**config.mk**
```make
export PLATFORM = sky130hd
export DESIGN_NAME = ethernet_power_state_manager
export DESIGN_NICKNAME = d
export VERILOG_FILES = /design/src/hdl/pwr_state_mgr_pkg.sv /design/src/hdl/ethernet_power_state_manager.sv
export VERILOG_INCLUDE_DIRS = /design/src /design/src/hdl
export SDC_FILE = /design/constraint.sdc
export NUM_CORES = 1
export LEC_CHECK = 0
export BUFFER_PORTS_ARGS = -buffer_cell sky130_fd_sc_hd__buf_4
export CORE_ASPECT_RATIO = 1.75
export CORE_UTILIZATION = 60
export CTS_CLUSTER_SIZE = 10
export DETAILED_ROUTE_END_ITERATION = 10
export PLACE_DENSITY_LB_ADDON = 0.12
export RECOVER_POWER = 25
export SLEW_MARGIN = 0
export SYNTH_ARGS = -nofsm -noshare
export SYNTH_HDL_FRONTEND = slang
export SYNTH_SLANG_ARGS = --single-unit
```
**constraint.sdc**
```tcl
create_clock -name pclk -period 5.55 [get_ports pclk]
set_clock_uncertainty 0.15 [all_clocks]
set_input_delay 0 -clock pclk [delete_from_list [all_inputs] [get_ports pclk]]
set_output_delay 0 -clock pclk [all_outputs]
set_load 0.02 [all_outputs]
```
**src/hdl/pwr_state_mgr_defs.svh**
```systemverilog
// Register offsets, field positions, encodings and timing figures of the power state manager.
`ifndef PWR_STATE_MGR_DEFS_SVH
`define PWR_STATE_MGR_DEFS_SVH

// Register byte offsets on the register bus.
`define PMC_OFFSET 12'h000
`define WAKE_TEST_OFFSET 12'h004
`define IRQ_FLAGS_OFFSET 12'h008
`define IRQ_ENABLE_OFFSET 12'h00c
`define PHY_CTRL_OFFSET 12'h010
`define CLK_STATUS_OFFSET 12'h014

// Field positions in power_mgmt_control.
`define PMC_READY_BIT 0
`define PMC_PULSE_SEL_BIT 1
`define PMC_ENERGY_EN_BIT 2
`define PMC_FRAME_EN_BIT 3
`define PMC_PIN_EN_BIT 4
`define PMC_WSS_LSB 8
`define PMC_PSS_LSB 12

// Field positions in the flag, enable and PHY control registers.
`define IRQ_WAKE_BIT 0
`define PHY_GEN_PD_BIT 0
`define PHY_ENERGY_PD_BIT 1

// Encodings of power_state_select and wake_source_status.
`define PSS_NORMAL 2'h0
`define PSS_WOL 2'h1
`define PSS_ENERGY 2'h2
`define WSS_FRAME 2'h2
`define WSS_ENERGY 2'h1

// Fixed pattern returned by a read of wake_test_word; the value is arbitrary.
`define WAKE_TEST_VALUE 32'h5a5a_c3c3

// Timing: clock rate, resume time and wake pin pulse length.
`define CLK_MHZ 100
`define RESUME_US 2000
`define PULSE_MS 50
`define RESUME_CYC (`RESUME_US * `CLK_MHZ)
`define PULSE_CYC (`PULSE_MS * 1000 * `CLK_MHZ)

`endif

```
**src/hdl/pwr_state_mgr_pkg.sv**
```systemverilog
// Types shared by the power state manager.
`default_nettype none
package pwr_state_mgr_pkg;

    // Power state of the device; resuming is the wait before ready returns.
    typedef enum logic [1:0] {
        normal_state,
        sleep_wol_state,
        sleep_energy_state,
        resuming_state
    } pwr_state_t;

    // Clock enables toward the gated blocks.
    typedef struct packed {
        logic phy;
        logic rx_pm;
        logic internal;
        logic mac;
        logic host_if;
    } clk_gate_t;

endpackage
`default_nettype wire

```
**src/hdl/ethernet_power_state_manager.sv**
```systemverilog
// Power state manager with APB register access, wake detection and wake pin control.
`default_nettype none
`include "pwr_state_mgr_defs.svh"

// Function
// - Writing 01 to power_state_select enters sleep_wol_state and clears ready.
// - Writing 10 to power_state_select enters sleep_energy_state and clears ready.
// - In sleep, ready stays clear and only power_mgmt_control reads are served.
// - In sleep any write to wake_test_word returns to normal_state.
// - After reset or wake, writes do nothing until the host has read once.
// - In sleep_wol_state a wake frame sets wake_source_status to 10.
// - Frame wake drives the pin only with frame and pin enables set.
// - In sleep_energy_state carrier sets status 01; pin needs energy and pin enables.
// - Carrier already present on entry to energy sleep is reported at once.
// - The internal wake event sets the irq flag regardless of pin enable.
// - The irq flag holds while the event lasts, then write-one clears it.
// - Wake pin pulses 50 ms when pulse select is one, else holds.
// - Clearing status, the matching enable or pin enable drops the wake pin.
// - In sleep_wol_state PHY, rx power logic and internal clocks run; MAC, host stop.
// - In sleep_energy_state all clocks stop; PHY energy powerdown follows only its PHY control register bit.
// - wake_source_status stays readable; clearing it only works while ready.
// - PHY general powerdown holds the PHY down; clearing it resets the PHY.
// - Configuration and register contents survive both sleep states.
// - Ready returns within 2 ms after the wake write.
module ethernet_power_state_manager
    import pwr_state_mgr_pkg::*;
#(
    parameter int unsigned RESUME_CYCLES = `RESUME_CYC,
    parameter int unsigned PULSE_CYCLES = `PULSE_CYC
) (
    input wire logic pclk,
    input wire logic presetn,
    input wire logic psel,
    input wire logic penable,
    input wire logic pwrite,
    input wire logic [11:0] paddr,
    input wire logic [31:0] pwdata,
    output logic [31:0] prdata,
    output logic pready,
    output logic pslverr,
    input wire logic wake_frame_detected,
    input wire logic carrier_present,
    output logic wake_event_pin,
    output logic host_irq,
    output clk_gate_t clk_gate,
    output logic phy_powerdown,
    output logic phy_energy_powerdown,
    output logic phy_reset
);

    pwr_state_t state_ff, nxt_state;
    logic ready_ff;
    logic read_seen_ff;
    logic [31:0] prdata_ff;
    logic pready_ff;
    logic pslverr_ff;
    logic pulse_sel_ff, energy_en_ff, frame_en_ff, pin_en_ff;
    logic [1:0] wss_ff;
    logic [1:0] nxt_wss;
    logic irq_flag_ff, nxt_irq_flag;
    logic irq_en_ff;
    logic phy_gen_pd_ff, phy_energy_pd_ff;
    logic phy_reset_ff;
    logic pin_ff, pin_req_d_ff;
    logic [31:0] pulse_cnt_ff;
    logic [31:0] resume_cnt_ff;
    logic host_irq_ff;
    clk_gate_t clk_gate_ff;

    logic setup, access, rd_acc, wr_acc;
    logic sleeping, mapped, rd_ok, wr_ok, wake_wr;
    logic wr_pmc, wr_irq, wr_irq_en, wr_phy;
    logic [1:0] pss_wr;
    logic wake_event, pin_req, pin_rise;

    // Bus phases: the answer is registered in the setup cycle and given in the first access cycle.
    assign setup = psel & ~penable;
    assign access = psel & penable & pready_ff;
    assign rd_acc = access & ~pwrite;
    assign wr_acc = access & pwrite;
    assign sleeping = (state_ff == sleep_wol_state) | (state_ff == sleep_energy_state);
    assign mapped = (paddr == `PMC_OFFSET) | (paddr == `WAKE_TEST_OFFSET) | (paddr == `IRQ_FLAGS_OFFSET) |
                    (paddr == `IRQ_ENABLE_OFFSET) | (paddr == `PHY_CTRL_OFFSET) | (paddr == `CLK_STATUS_OFFSET);
    // Without ready only the control register is served to reads.
    assign rd_ok = mapped & (ready_ff | (paddr == `PMC_OFFSET));
    // Ordinary writes need ready and a prior read; others are dropped.
    assign wr_ok = mapped & ready_ff & read_seen_ff;
    // Any data written to wake_test_word while asleep wakes the device.
    assign wake_wr = wr_acc & sleeping & (paddr == `WAKE_TEST_OFFSET);
    assign wr_pmc = wr_acc & wr_ok & (paddr == `PMC_OFFSET);
    assign wr_irq = wr_acc & wr_ok & (paddr == `IRQ_FLAGS_OFFSET);
    assign wr_irq_en = wr_acc & wr_ok & (paddr == `IRQ_ENABLE_OFFSET);
    assign wr_phy = wr_acc & wr_ok & (paddr == `PHY_CTRL_OFFSET);
    assign pss_wr = pwdata[`PMC_PSS_LSB +: 2];

    // Internal wake event: a latched source whose matching enable is still set.
    assign wake_event = (wss_ff[1] & frame_en_ff) | (wss_ff[0] & energy_en_ff);
    assign pin_req = wake_event & pin_en_ff;
    assign pin_rise = pin_req & ~pin_req_d_ff;

    // Next power state.
    always_comb begin
        nxt_state = state_ff;
        unique case (state_ff)
            normal_state: begin
                if (wr_pmc && pss_wr == `PSS_WOL) begin
                    nxt_state = sleep_wol_state;
                end else if (wr_pmc && pss_wr == `PSS_ENERGY) begin
                    nxt_state = sleep_energy_state;
                end
                // Codes 00 and 11 leave the state alone.
            end
            sleep_wol_state, sleep_energy_state: begin
                if (wake_wr) begin
                    nxt_state = resuming_state;
                end
            end
            resuming_state: begin
                if (resume_cnt_ff >= RESUME_CYCLES - 32'd1) begin
                    nxt_state = normal_state;
                end
            end
        endcase
    end

    // State and ready flag; ready is set only in normal state.
    always_ff @(posedge pclk or negedge presetn) begin
        if (!presetn) begin
            state_ff <= normal_state;
            ready_ff <= 1'b1;
        end else begin
            state_ff <= nxt_state;
            ready_ff <= (nxt_state == normal_state);
        end
    end

    // Resume timer counts the cycles spent waiting for ready after the wake write.
    always_ff @(posedge pclk or negedge presetn) begin
        if (!presetn) begin
            resume_cnt_ff <= 32'h0000_0000;
        end else if (state_ff == resuming_state) begin
            resume_cnt_ff <= resume_cnt_ff + 32'd1;
        end else begin
            resume_cnt_ff <= 32'h0000_0000;
        end
    end

    // Read-first lock: cleared by reset and by waking, released by any completed read.
    always_ff @(posedge pclk or negedge presetn) begin
        if (!presetn) begin
            read_seen_ff <= 1'b0;
        end else if (wake_wr) begin
            read_seen_ff <= 1'b0;
        end else if (rd_acc) begin
            read_seen_ff <= 1'b1;
        end
    end

    // Bus answer, registered in the setup cycle so all outputs come from flip-flops.
    always_ff @(posedge pclk or negedge presetn) begin
        if (!presetn) begin
            pready_ff <= 1'b0;
            pslverr_ff <= 1'b0;
            prdata_ff <= 32'h0000_0000;
        end else begin
            pready_ff <= setup;
            pslverr_ff <= 1'b0;
            prdata_ff <= 32'h0000_0000;
            if (setup) begin
                pslverr_ff <= ~mapped | (~pwrite & ~rd_ok);
                if (!pwrite && rd_ok) begin
                    if (paddr == `PMC_OFFSET) begin
                        prdata_ff[`PMC_READY_BIT] <= ready_ff;
                        prdata_ff[`PMC_PULSE_SEL_BIT] <= pulse_sel_ff;
                        prdata_ff[`PMC_ENERGY_EN_BIT] <= energy_en_ff;
                        prdata_ff[`PMC_FRAME_EN_BIT] <= frame_en_ff;
                        prdata_ff[`PMC_PIN_EN_BIT] <= pin_en_ff;
                        prdata_ff[`PMC_WSS_LSB +: 2] <= wss_ff;
                        // Only the two sleep states show a nonzero code.
                        prdata_ff[`PMC_PSS_LSB +: 2] <= (state_ff == sleep_wol_state) ? `PSS_WOL :
                                                        (state_ff == sleep_energy_state) ? `PSS_ENERGY : `PSS_NORMAL;
                    end else if (paddr == `WAKE_TEST_OFFSET) begin
                        prdata_ff <= `WAKE_TEST_VALUE;
                    end else if (paddr == `IRQ_FLAGS_OFFSET) begin
                        prdata_ff[`IRQ_WAKE_BIT] <= irq_flag_ff;
                    end else if (paddr == `IRQ_ENABLE_OFFSET) begin
                        prdata_ff[`IRQ_WAKE_BIT] <= irq_en_ff;
                    end else if (paddr == `PHY_CTRL_OFFSET) begin
                        prdata_ff[`PHY_GEN_PD_BIT] <= phy_gen_pd_ff;
                        prdata_ff[`PHY_ENERGY_PD_BIT] <= phy_energy_pd_ff;
                    end else begin
                        prdata_ff[4:0] <= clk_gate_ff;
                    end
                end
            end
        end
    end

    // Wake configuration bits; held through sleep since writes are locked out there.
    always_ff @(posedge pclk or negedge presetn) begin
        if (!presetn) begin
            pulse_sel_ff <= 1'b0;
            energy_en_ff <= 1'b0;
            frame_en_ff <= 1'b0;
            pin_en_ff <= 1'b0;
        end else if (wr_pmc) begin
            pulse_sel_ff <= pwdata[`PMC_PULSE_SEL_BIT];
            energy_en_ff <= pwdata[`PMC_ENERGY_EN_BIT];
            frame_en_ff <= pwdata[`PMC_FRAME_EN_BIT];
            pin_en_ff <= pwdata[`PMC_PIN_EN_BIT];
        end
    end

    // Wake source status: detection sets, write-one clears while ready, and a set wins.
    always_comb begin
        nxt_wss = wss_ff;
        if (wr_pmc) begin
            nxt_wss = wss_ff & ~pwdata[`PMC_WSS_LSB +: 2];
        end
        if (state_ff == sleep_wol_state && wake_frame_detected) begin
            nxt_wss = `WSS_FRAME;
        end
        // Carrier is a level, so one present at entry is seen in the first sleep cycle.
        if (state_ff == sleep_energy_state && carrier_present) begin
            nxt_wss = `WSS_ENERGY;
        end
    end

    always_ff @(posedge pclk or negedge presetn) begin
        if (!presetn) begin
            wss_ff <= 2'h0;
        end else begin
            wss_ff <= nxt_wss;
        end
    end

    // Interrupt flag: held while the wake event lasts, write-one clears it after that.
    always_comb begin
        nxt_irq_flag = irq_flag_ff;
        if (wr_irq && pwdata[`IRQ_WAKE_BIT]) begin
            nxt_irq_flag = 1'b0;
        end
        if (wake_event) begin
            nxt_irq_flag = 1'b1;
        end
    end

    always_ff @(posedge pclk or negedge presetn) begin
        if (!presetn) begin
            irq_flag_ff <= 1'b0;
            irq_en_ff <= 1'b0;
            host_irq_ff <= 1'b0;
        end else begin
            irq_flag_ff <= nxt_irq_flag;
            if (wr_irq_en) begin
                irq_en_ff <= pwdata[`IRQ_WAKE_BIT];
            end
            host_irq_ff <= nxt_irq_flag & (wr_irq_en ? pwdata[`IRQ_WAKE_BIT] : irq_en_ff);
        end
    end

    // Wake pin: held while requested, or cut to the pulse length in pulse mode.
    always_ff @(posedge pclk or negedge presetn) begin
        if (!presetn) begin
            pin_req_d_ff <= 1'b0;
            pulse_cnt_ff <= 32'h0000_0000;
            pin_ff <= 1'b0;
        end else begin
            pin_req_d_ff <= pin_req;
            if (!pin_req) begin
                pulse_cnt_ff <= 32'h0000_0000;
            end else if (pin_rise) begin
                pulse_cnt_ff <= PULSE_CYCLES - 32'd1;
            end else if (pulse_cnt_ff != 32'h0000_0000) begin
                pulse_cnt_ff <= pulse_cnt_ff - 32'd1;
            end
            pin_ff <= pin_req & (~pulse_sel_ff | pin_rise | (pulse_cnt_ff != 32'h0000_0000));
        end
    end

    // Clock gates follow the state being entered.
    always_ff @(posedge pclk or negedge presetn) begin
        if (!presetn) begin
            clk_gate_ff <= '{phy: 1'b1, rx_pm: 1'b1, internal: 1'b1, mac: 1'b1, host_if: 1'b1};
        end else begin
            unique case (nxt_state)
                sleep_wol_state: clk_gate_ff <= '{phy: 1'b1, rx_pm: 1'b1, internal: 1'b1, mac: 1'b0,
                                                  host_if: 1'b0};
                sleep_energy_state: clk_gate_ff <= '{phy: 1'b0, rx_pm: 1'b0, internal: 1'b0, mac: 1'b0,
                                                     host_if: 1'b0};
                normal_state, resuming_state: clk_gate_ff <= '{phy: 1'b1, rx_pm: 1'b1, internal: 1'b1,
                                                                mac: 1'b1, host_if: 1'b1};
            endcase
        end
    end

    // PHY power controls; clearing general powerdown gives a one-cycle PHY reset.
    always_ff @(posedge pclk or negedge presetn) begin
        if (!presetn) begin
            phy_gen_pd_ff <= 1'b0;
            phy_energy_pd_ff <= 1'b0;
            phy_reset_ff <= 1'b0;
        end else begin
            phy_reset_ff <= 1'b0;
            if (wr_phy) begin
                phy_gen_pd_ff <= pwdata[`PHY_GEN_PD_BIT];
                phy_energy_pd_ff <= pwdata[`PHY_ENERGY_PD_BIT];
                phy_reset_ff <= phy_gen_pd_ff & ~pwdata[`PHY_GEN_PD_BIT];
            end
        end
    end

    assign prdata = prdata_ff;
    assign pready = pready_ff;
    assign pslverr = pslverr_ff;
    assign wake_event_pin = pin_ff;
    assign host_irq = host_irq_ff;
    assign clk_gate = clk_gate_ff;
    assign phy_powerdown = phy_gen_pd_ff;
    assign phy_energy_powerdown = phy_energy_pd_ff;
    assign phy_reset = phy_reset_ff;
endmodule
`default_nettype wire

```
==> reports/qor.yml, run 1 <==
run_status:
  outcome: "completed"
route:
  detail_route.drc_violations: 0
  vias_per_cell: 6.11
  drtPass1Iterations: 5
  vias: 4546
  drt.antenna.violating_nets: 0
  iter_0_drt_violations: 321
  postRouteWirelength_um: 12600
  avgRoutedWirePerCell_um: 16.9
worst_hold_path:
  whs_path_depth: 5
  hp_class: "primary input to register"
placed_design:
  dpl-instance-area_um2: 5590
  place.port_buffers: 60
  gpl.final_weighted_congestion: 0.895
  hpwl_um: 8800
  dp.cells: 705
clock_network:
  cts.sink_count: 96
  clk_pin_slew_worst_paths_ps: 60
  clock_insertion_delay_at_the_later_pin_of_the_skew_report_ps: 350
  cts.path.max_buffers: 2
  post_cts_buffers: 0
  numCtsBuffers: 9
  clock_tree.htree_level_count: 3
  cts_tree: "yes"
  root_buffer: "clkbuf_16"
setup_path:
  cp-start-kind: "register"
  critical-path-max-stage-delay_ps: 580
  worst_setup_path_startpoint: "ready_ff"
  crit_arrival_ps: 3050
  worst_setup_path_end_kind: "register"
  reg2reg_depth: 7
  worstReg2RegStart: "ready_ff"
  cp.required_ps: 5620
  cpMaxStageDelayCell: "dlygate4sd3_1"
  path_max_fanout: 5
  critical_path.reg2reg.endpoint: "state_ff[0]"
  crit_path_cell_chain: "nand3_1 -> or2_2 -> o41ai_1 -> nand3_1 -> dlygate4sd3_1 -> o311a_1 -> dlygate4sd3_1"
  setup.worst_path.end: "state_ff[0]"
  timing_worst_setup_path_type: "register to register"
  reg2reg_setup_slack_ps: 2580
grt:
  antenna_violations_before_repair: 0
  globalRouteOverflowTotal: 0
  grt_start_max_net_pins: 76
  grt.total_usage_pct: 30.2
  vias_in_the_first_global_route: 4594
  global_route_wire_length_before_repair_um: 21300
sta:
  rsz0062_at_grt: "no"
  post-route-min-period_ps: 2970
  tightest_slew_ps: 956
  max_freq_mhz: 336
  setup_viol_count_final: 0
  slew_headroom_pct: 35.7
  report.final.slew_viol_count: 0
  tns_ps: 0
  timing_hold_violations_final: 0
  period_utilization_pct: 53.6
yosys:
  largest_area_contributor_in_the_netlist: "dfrtp_1"
  count_of_flip_flops_with_a_built_in_enable_after_synthesis: 0
  postSynthCellCount: 558
  synthesis.yosys.warnings: 0
  ys_seq_area_share_pct: 46.3
  synth.distinct_cells: 57
  postSynth.topFlopCell: "dfrtp_1"
  syn-cell-area_um2: 5190
  synth_top_area_share_pct: 44.8
  post_synthesis_register_bit_count: 96
  syn-mean-instance-area_um2: 9.31
  postSynth.asyncResetShare_pct: 100
  synth.area.top_cells: "dfrtp_1 45%, nor2_1 4.5%, a21oi_1 3.8%, buf_4 3.6%, xnor2_1 3.2%"
layout:
  flow.area_growth_from_synthesis_pct: 15.9
  design.final.nets: 684
  post-route-util_pct: 72.0
  layout-drive-gt1-share_pct: 9.70
  layout.cells.non_filler: 744
  post_route_cell_area_um2: 6020
  diodes: 0
floorplanning:
  core_area_um2: 8370
  floorplan.initialDensity_pct: 62.1
  floorplan.die_area_um2: 9050
  rows: 44
  io_pins: 95
  die_x_um: 72.3
  floorplan.die.height_um: 125
run:
  cap_violations: 0
pwr:
  p_leak_nw: 2.75
  peakVddDrop_v: 0.000187
  power.density_cell_area_nw_per_um2: 239
## metrics by stage
stage / hold slack (ps) / total power, mW / setup slack, ps
floorplan: -446 / 0.738 / 2950
global placement: -257 / 0.767 / 2690
detailed placement: -248 / 0.768 / 2670
CTS: 36.6 / 1.45 / 2630
global route: 183 / 1.48 / 2440
finish: 138 / 1.44 / 2580
## cells in the final DEF (no fill, tap or decap), types with 3 or more instances in the layout
master         Yosys  layout
clkbuf_1          12      34
xor2_1             9       9
o22ai_1            3       3
clkbuf_16          0       9
nand3_1           23      23
conb_1             1      11
dfrtp_1           93      93
a21oi_1           39      39
or4_1             11      11
a31oi_1            4       4
buf_4             25      27
dlygate4sd3_1      0      23
xnor2_1           19      19
o31ai_1            4       4
nand2_1           41      41
ha_1               9       9
o41ai_1            3       3
and2_1             4       4
o21ai_0           21      21
and4_1            11      11
mux2_2             7       7
nand4_1           12      12
nor4_1            19      19
mux2i_1            8       8
nor3_1            20      20
and3_1            13      13
a31o_2             3       3
inv_1             20      20
or3_1             21      21
nor2_1            62      62
## metal layers
metal	global-route usage (%)	vias up	part of all wire, %
met1	34.2	2223	38
met3	4.51	45	3.1
li1	-	2132	-
met5	0	-	0
met4	16.1	0	4.7
met2	53.2	146	54
## cells by family after synthesis
kind of cell	Yosys count	synth area share [%]
DFF	96	46.3
and+or+nand+nor	252	25.8
adders and majority gates	9	2.17
muxes	15	3.06
xor gates and xnor gates	28	4.72
buffers and inverters	59	6.09
AOI/OAI and AO/OA	98	11.7
other	1	0.0722
## cell usage after synthesis (11+ instances only)
cell and instances:
inv_1 20, nand2_1 41, buf_4 25, and4_1 11
o21ai_0 21, clkbuf_1 12, nor4_1 19, dfrtp_1 93
nand3_1 23, or4_1 11, or3_1 21, nand4_1 12
and3_1 13, nor3_1 20, nor2_1 62, xnor2_1 19
a21oi_1 39
## report_power, final
part           total (mW)  internal, mW  switching, mW  leakage, nW
clock               0.670         0.406          0.264        0.152
combinational      0.0640        0.0251         0.0389         1.28
sequential          0.702         0.702       0.000909         1.32
total                1.44          1.13          0.304         2.75
## repair_timing
action | CTS | global route
hold endpoints to repair | 46 | 0
hold buffers | 23 | 0
resized for setup | 0 | 0
## worst min-delay path by stage
stage | start | end | slack [ps]
detailed placement | presetn | prdata[9] | -250
floorplan | presetn | energy_en_ff | -450
global route | pwdata[12] | state_ff[1] | 180
CTS | presetn | clk_gate[0] | 40
global placement | presetn | prdata[4] | -260
finish | pwdata[12] | state_ff[1] | 140
## critical path: cells and delay by family, from the launching register on
kind	cells	cell delay, ps
AO/OA/AOI/OAI	2	440
buffers and inverters	2	1140
flip-flops	1	560
AND/OR/NAND/NOR	3	570
## state kept, by name (all words and copies together) (netlist names)
name / cells
wss_ff: 2
state_ff: 2
pin_req_d_ff: 1
host_irq: 1
pin_en_ff: 1
phy_powerdown: 1
pslverr: 1
resume_cnt_ff: 32
frame_en_ff: 1
clk_gate: 2
phy_reset: 1
irq_flag_ff: 1
read_seen_ff: 1
prdata: 10
wake_event_pin: 1
energy_en_ff: 1
irq_en_ff: 1
phy_energy_powerdown: 1
pready: 1
ready_ff: 1
pulse_cnt_ff: 32
pulse_sel_ff: 1
## area by class of cell
type | count | area (um^2)
clock inverters | 5 | 80.1
clock buffers | 11 | 243
inverters | 20 | 75.1
repair buffers | 84 | 564
well taps | 115 | 144
multi-input cells | 413 | 2510
fillers | 712 | 2350
flip-flops and latches | 96 | 2410
No activity file was read; power rests on OpenSTA's default activity.
==> inputs of run 2 (changes only) <==
--- a/config.mk
+++ b/config.mk
@@ -6,9 +6,10 @@
 export SDC_FILE = /design/constraint.sdc
 export NUM_CORES = 1
 export LEC_CHECK = 0
+export ABC_AREA = 1
 export BUFFER_PORTS_ARGS = -buffer_cell sky130_fd_sc_hd__buf_4
 export CORE_ASPECT_RATIO = 1.75
-export CORE_UTILIZATION = 60
+export CORE_UTILIZATION = 51
 export CTS_CLUSTER_SIZE = 10
 export DETAILED_ROUTE_END_ITERATION = 10
 export PLACE_DENSITY_LB_ADDON = 0.12
==> constraint.sdc (replaced) <==
create_clock -name pclk -period 2.4 [get_ports pclk]
set_clock_uncertainty 0.15 [all_clocks]
set_input_delay 0 -clock pclk [delete_from_list [all_inputs] [get_ports pclk]]
set_output_delay 0 -clock pclk [all_outputs]
set_load 0.02 [all_outputs]
==> reports/qor.yml, run 2 <==
run_status:
  outcome: "completed"
yosys:
  synth_top_cells_by_count: "131 x nand2_1, 124 x nor2_1, 93 x dfrtp_1"
  synth_most_common_cell: "nand2_1"
  synth.distinct_cells: 41  # -28%
  postSynthCellCount: 717  # +28%
  postSynth.asyncResetShare_pct: 100  # unchanged
  synthesis.yosys.warnings: 0  # unchanged
  count_of_flip_flops_with_a_built_in_enable_after_synthesis: 0  # unchanged
  synth.area.top_cells: "dfrtp_1 42%, nand2_1 8.8%, nor2_1 8.3%, inv_1 5.2%, buf_4 3.5%"
  syn-cell-area_um2: 5580  # +7.4%
  ys_seq_area_share_pct: 43.1  # -3.2 points
  largest_area_contributor_in_the_netlist: "dfrtp_1"
  syn-mean-instance-area_um2: 7.78  # -16%
  synth_top_area_share_pct: 41.7  # -3.1 points
  post_synthesis_register_bit_count: 96  # unchanged
  postSynth.topFlopCell: "dfrtp_1"
route:
  postRouteWirelength_um: 13800  # +9.3%
  iter_0_drt_violations: 180  # -44%
  vias: 4854  # +6.8%
  drt.antenna.violating_nets: 0  # unchanged
  avgRoutedWirePerCell_um: 14.7  # -13%
  drtPass1Iterations: 5  # unchanged
  vias_per_cell: 5.18  # -15%
  detail_route.drc_violations: 0  # unchanged
floorplanning:
  die_x_um: 81.1  # +12%
  core_area_um2: 10700  # +28%
  rows: 50  # +14%
  floorplan.initialDensity_pct: 52.1  # -9.9 points
  io_pins: 95  # unchanged
  floorplan.die_area_um2: 11400  # +26%
  floorplan.die.height_um: 140  # +12%
pwr:
  fraction_of_power_consumed_by_combinational_cells_pct: 4.7  # +0.2 points
  seq_power_share_pct: 52.3  # +3.4 points
  cell_internal_pwr_mw: 2.42  # +110%
  switching_power_share_of_the_total_pct: 22.1  # +0.97 points
  peakVddDrop_v: 0.000418  # +120%
  p_leak_nw: 3.49  # +27%
  clockPowerShare_pct: 43.0  # -3.7 points
  post-layout-total-power_mw: 3.11  # +120%
  power.density_cell_area_nw_per_um2: 472  # +98%
  p_switching_mw: 0.687  # +130%
clock_network:
  clock_insertion_delay_at_the_later_pin_of_the_skew_report_ps: 340  # about the same
  cts.path.max_buffers: 2  # unchanged
  numCtsBuffers: 9  # unchanged
  cts_tree: "yes"
  clock_tree.htree_level_count: 3  # unchanged
  cts.sink_count: 96  # unchanged
  root_buffer: "clkbuf_16"
  clk_pin_slew_worst_paths_ps: 70  # about the same
setup_path:
  critical_path.reg2reg.endpoint: "wss_ff[0]"
  reg2reg_depth: 10  # +3
  cp.required_ps: 2480  # -3140 ps
  timing_worst_setup_path_type: "primary input to register"
  worst_setup_path_end_kind: "register"
  critical_path.n_buffers_inverters: 4  # +2
  reg2reg_setup_slack_ps: 190  # -2390 ps
  cp-start-kind: "primary input"
  cpMaxStageDelayCell: "dlygate4sd3_1"
  path_max_fanout: 5  # unchanged
  cpMostUsedCell: "nand2_1"
  worstReg2RegStart: "pready"
  critical-path-top-delay-family: "buffers and inverters"
  crit_arrival_ps: 2350  # -700 ps
  crit_path_cell_chain: "dlygate4sd3_1 -> buf_4 -> nor2_2 -> nand3_1 -> nor2_2 -> nand2_1 -> nand2_1 -> inv_1 -> nand2_2 -> nand2_4 -> nor2_4 -> nand2_1 -> nand3_1 -> dlygate4sd3_1 -> nand2_1"
  critical-path-max-stage-delay_ps: 540  # -40 ps
grt:
  antenna_violations_before_repair: 0  # unchanged
  global_route_wire_length_before_repair_um: 22400  # +5.1%
  grt_start_max_net_pins: 45  # -41%
  vias_in_the_first_global_route: 4945  # +7.6%
  grt.total_usage_pct: 26.1  # -4.2 points
  globalRouteOverflowTotal: 0  # unchanged
worst_hold_path:
  whs_path_depth: 5  # unchanged
  holdPathEnd: "prdata[0]"
  timing.hold.worst.start: "paddr[2]"
  hp_class: "primary input to register"
layout:
  most_common_cell_after_layout_fill_and_taps_aside: "nand2_1"
  layout-drive-gt1-share_pct: 16.0  # +6.3 points
  design.final.nets: 862  # +26%
  post-route-util_pct: 61.5  # -10 points
  final_cell_mix: "131 x nand2_1, 121 x nor2_1, 93 x dfrtp_1"
  post_route_cell_area_um2: 6580  # +9.2%
  flow.area_growth_from_synthesis_pct: 17.9
  layout.cells.non_filler: 937  # +26%
  diodes: 0  # unchanged
sta:
  setup_viol_count_final: 0  # unchanged
  period_utilization_pct: 94.4
  timing_hold_violations_final: 0  # unchanged
  tightest_slew_ps: 1150  # +194 ps
  final_critical_path_setup_slack_ps: 135  # -2440 ps
  slew_headroom_pct: 23.3  # -12 points
  post-route-min-period_ps: 2260
  report.final.slew_viol_count: 0  # unchanged
  worst_slack_on_hold_paths_ps: 22.9  # -115 ps
  tns_ps: 0  # unchanged
  max_freq_mhz: 442
placed_design:
  dpl-instance-area_um2: 6100  # +9.1%
  preCtsSetupSlack_ps: 268  # -2400 ps
  hpwl_um: 10600  # +20%
  dp.cells: 896  # +27%
  gpl.final_weighted_congestion: 0.929  # +3.7%
  place.port_buffers: 60  # unchanged
run:
  cap_violations: 0  # unchanged
## run 2: changes by cell type in the layout (fill, tap and decap cells not counted), sizes merged, moves of 13 or more
cell and change:
xor2 +13, buf +30, nand2 +100, and3 -13
or3 -22, clkbuf -18, nor2 +84, inv +66
## run 2: tightest hold or removal path: cells and delay by family
| kind | cells | cell delay (ps) |
|---|---|---|
| AOI/OAI and AO/OA | 1 | 80 |
| and+or+nand+nor | 2 | 230 |
| buffers and inverters | 2 | 160 |
## run 2: cells by family after synthesis
logic type	Yosys count	synth area share (%)
buf+inv	121	9.94
fa+ha+maj	9	2.02
simple gates	383	32.8
flops	96	43.1
compound gates	75	7.04
other cells	1	0.0672
xor+xnor	32	5.02
## run 2: cell type report
| cell class | instances | area [um^2] |
|---|---|---|
| fillers | 990 | 4120 |
| multi-input cells | 510 | 2660 |
| flip-flops and latches | 96 | 2410 |
| repair buffers | 96 | 738 |
| inverters | 89 | 334 |
| clock buffers | 12 | 246 |
| well taps | 130 | 163 |
| clock inverters | 4 | 28.8 |
## run 2: worst max-delay path by stage
stage | start | end | slack (ps) | cells after the start
3_3_place_gp | pulse_cnt_ff[0] | pulse_cnt_ff[3] | 330 | 10
2_1_floorplan | pulse_cnt_ff[0] | pulse_cnt_ff[3] | 540 | 10
5_1_grt | paddr[0] | wss_ff[0] | -30 | 15
6_report | paddr[0] | wss_ff[0] | 140 | 15
4_1_cts | pready | wss_ff[0] | 140 | 10
3_5_place_dp | pulse_cnt_ff[0] | pulse_cnt_ff[3] | 270 | 10
## run 2: power by group through the flow
stage          sequential, mW  combinational [mW]  clock, mW
4_1_cts                  1.62               0.148       1.37
5_1_grt                  1.62               0.164       1.43
3_5_place_dp             1.66               0.117          0
3_3_place_gp             1.66               0.116          0
2_1_floorplan            1.66              0.0462          0
6_report                 1.62               0.146       1.34
## run 2: layer usage
metal | part of all wire (%) | wire length, um | GRT usage, %
met2 | 57 | 7830 | 48.4
met1 | 37 | 5130 | 26.8
met3 | 2.3 | 323 | 3.71
met4 | 3.5 | 482 | 14.3
met5 | 0 | 0 | 0
## run 2: repair_timing
item,in CTS,in global routing
hold endpoints to repair,106,0
setup endpoints to repair,0,1
hold buffers,24,0
gates resized for setup,0,3
buffers inserted,0,1
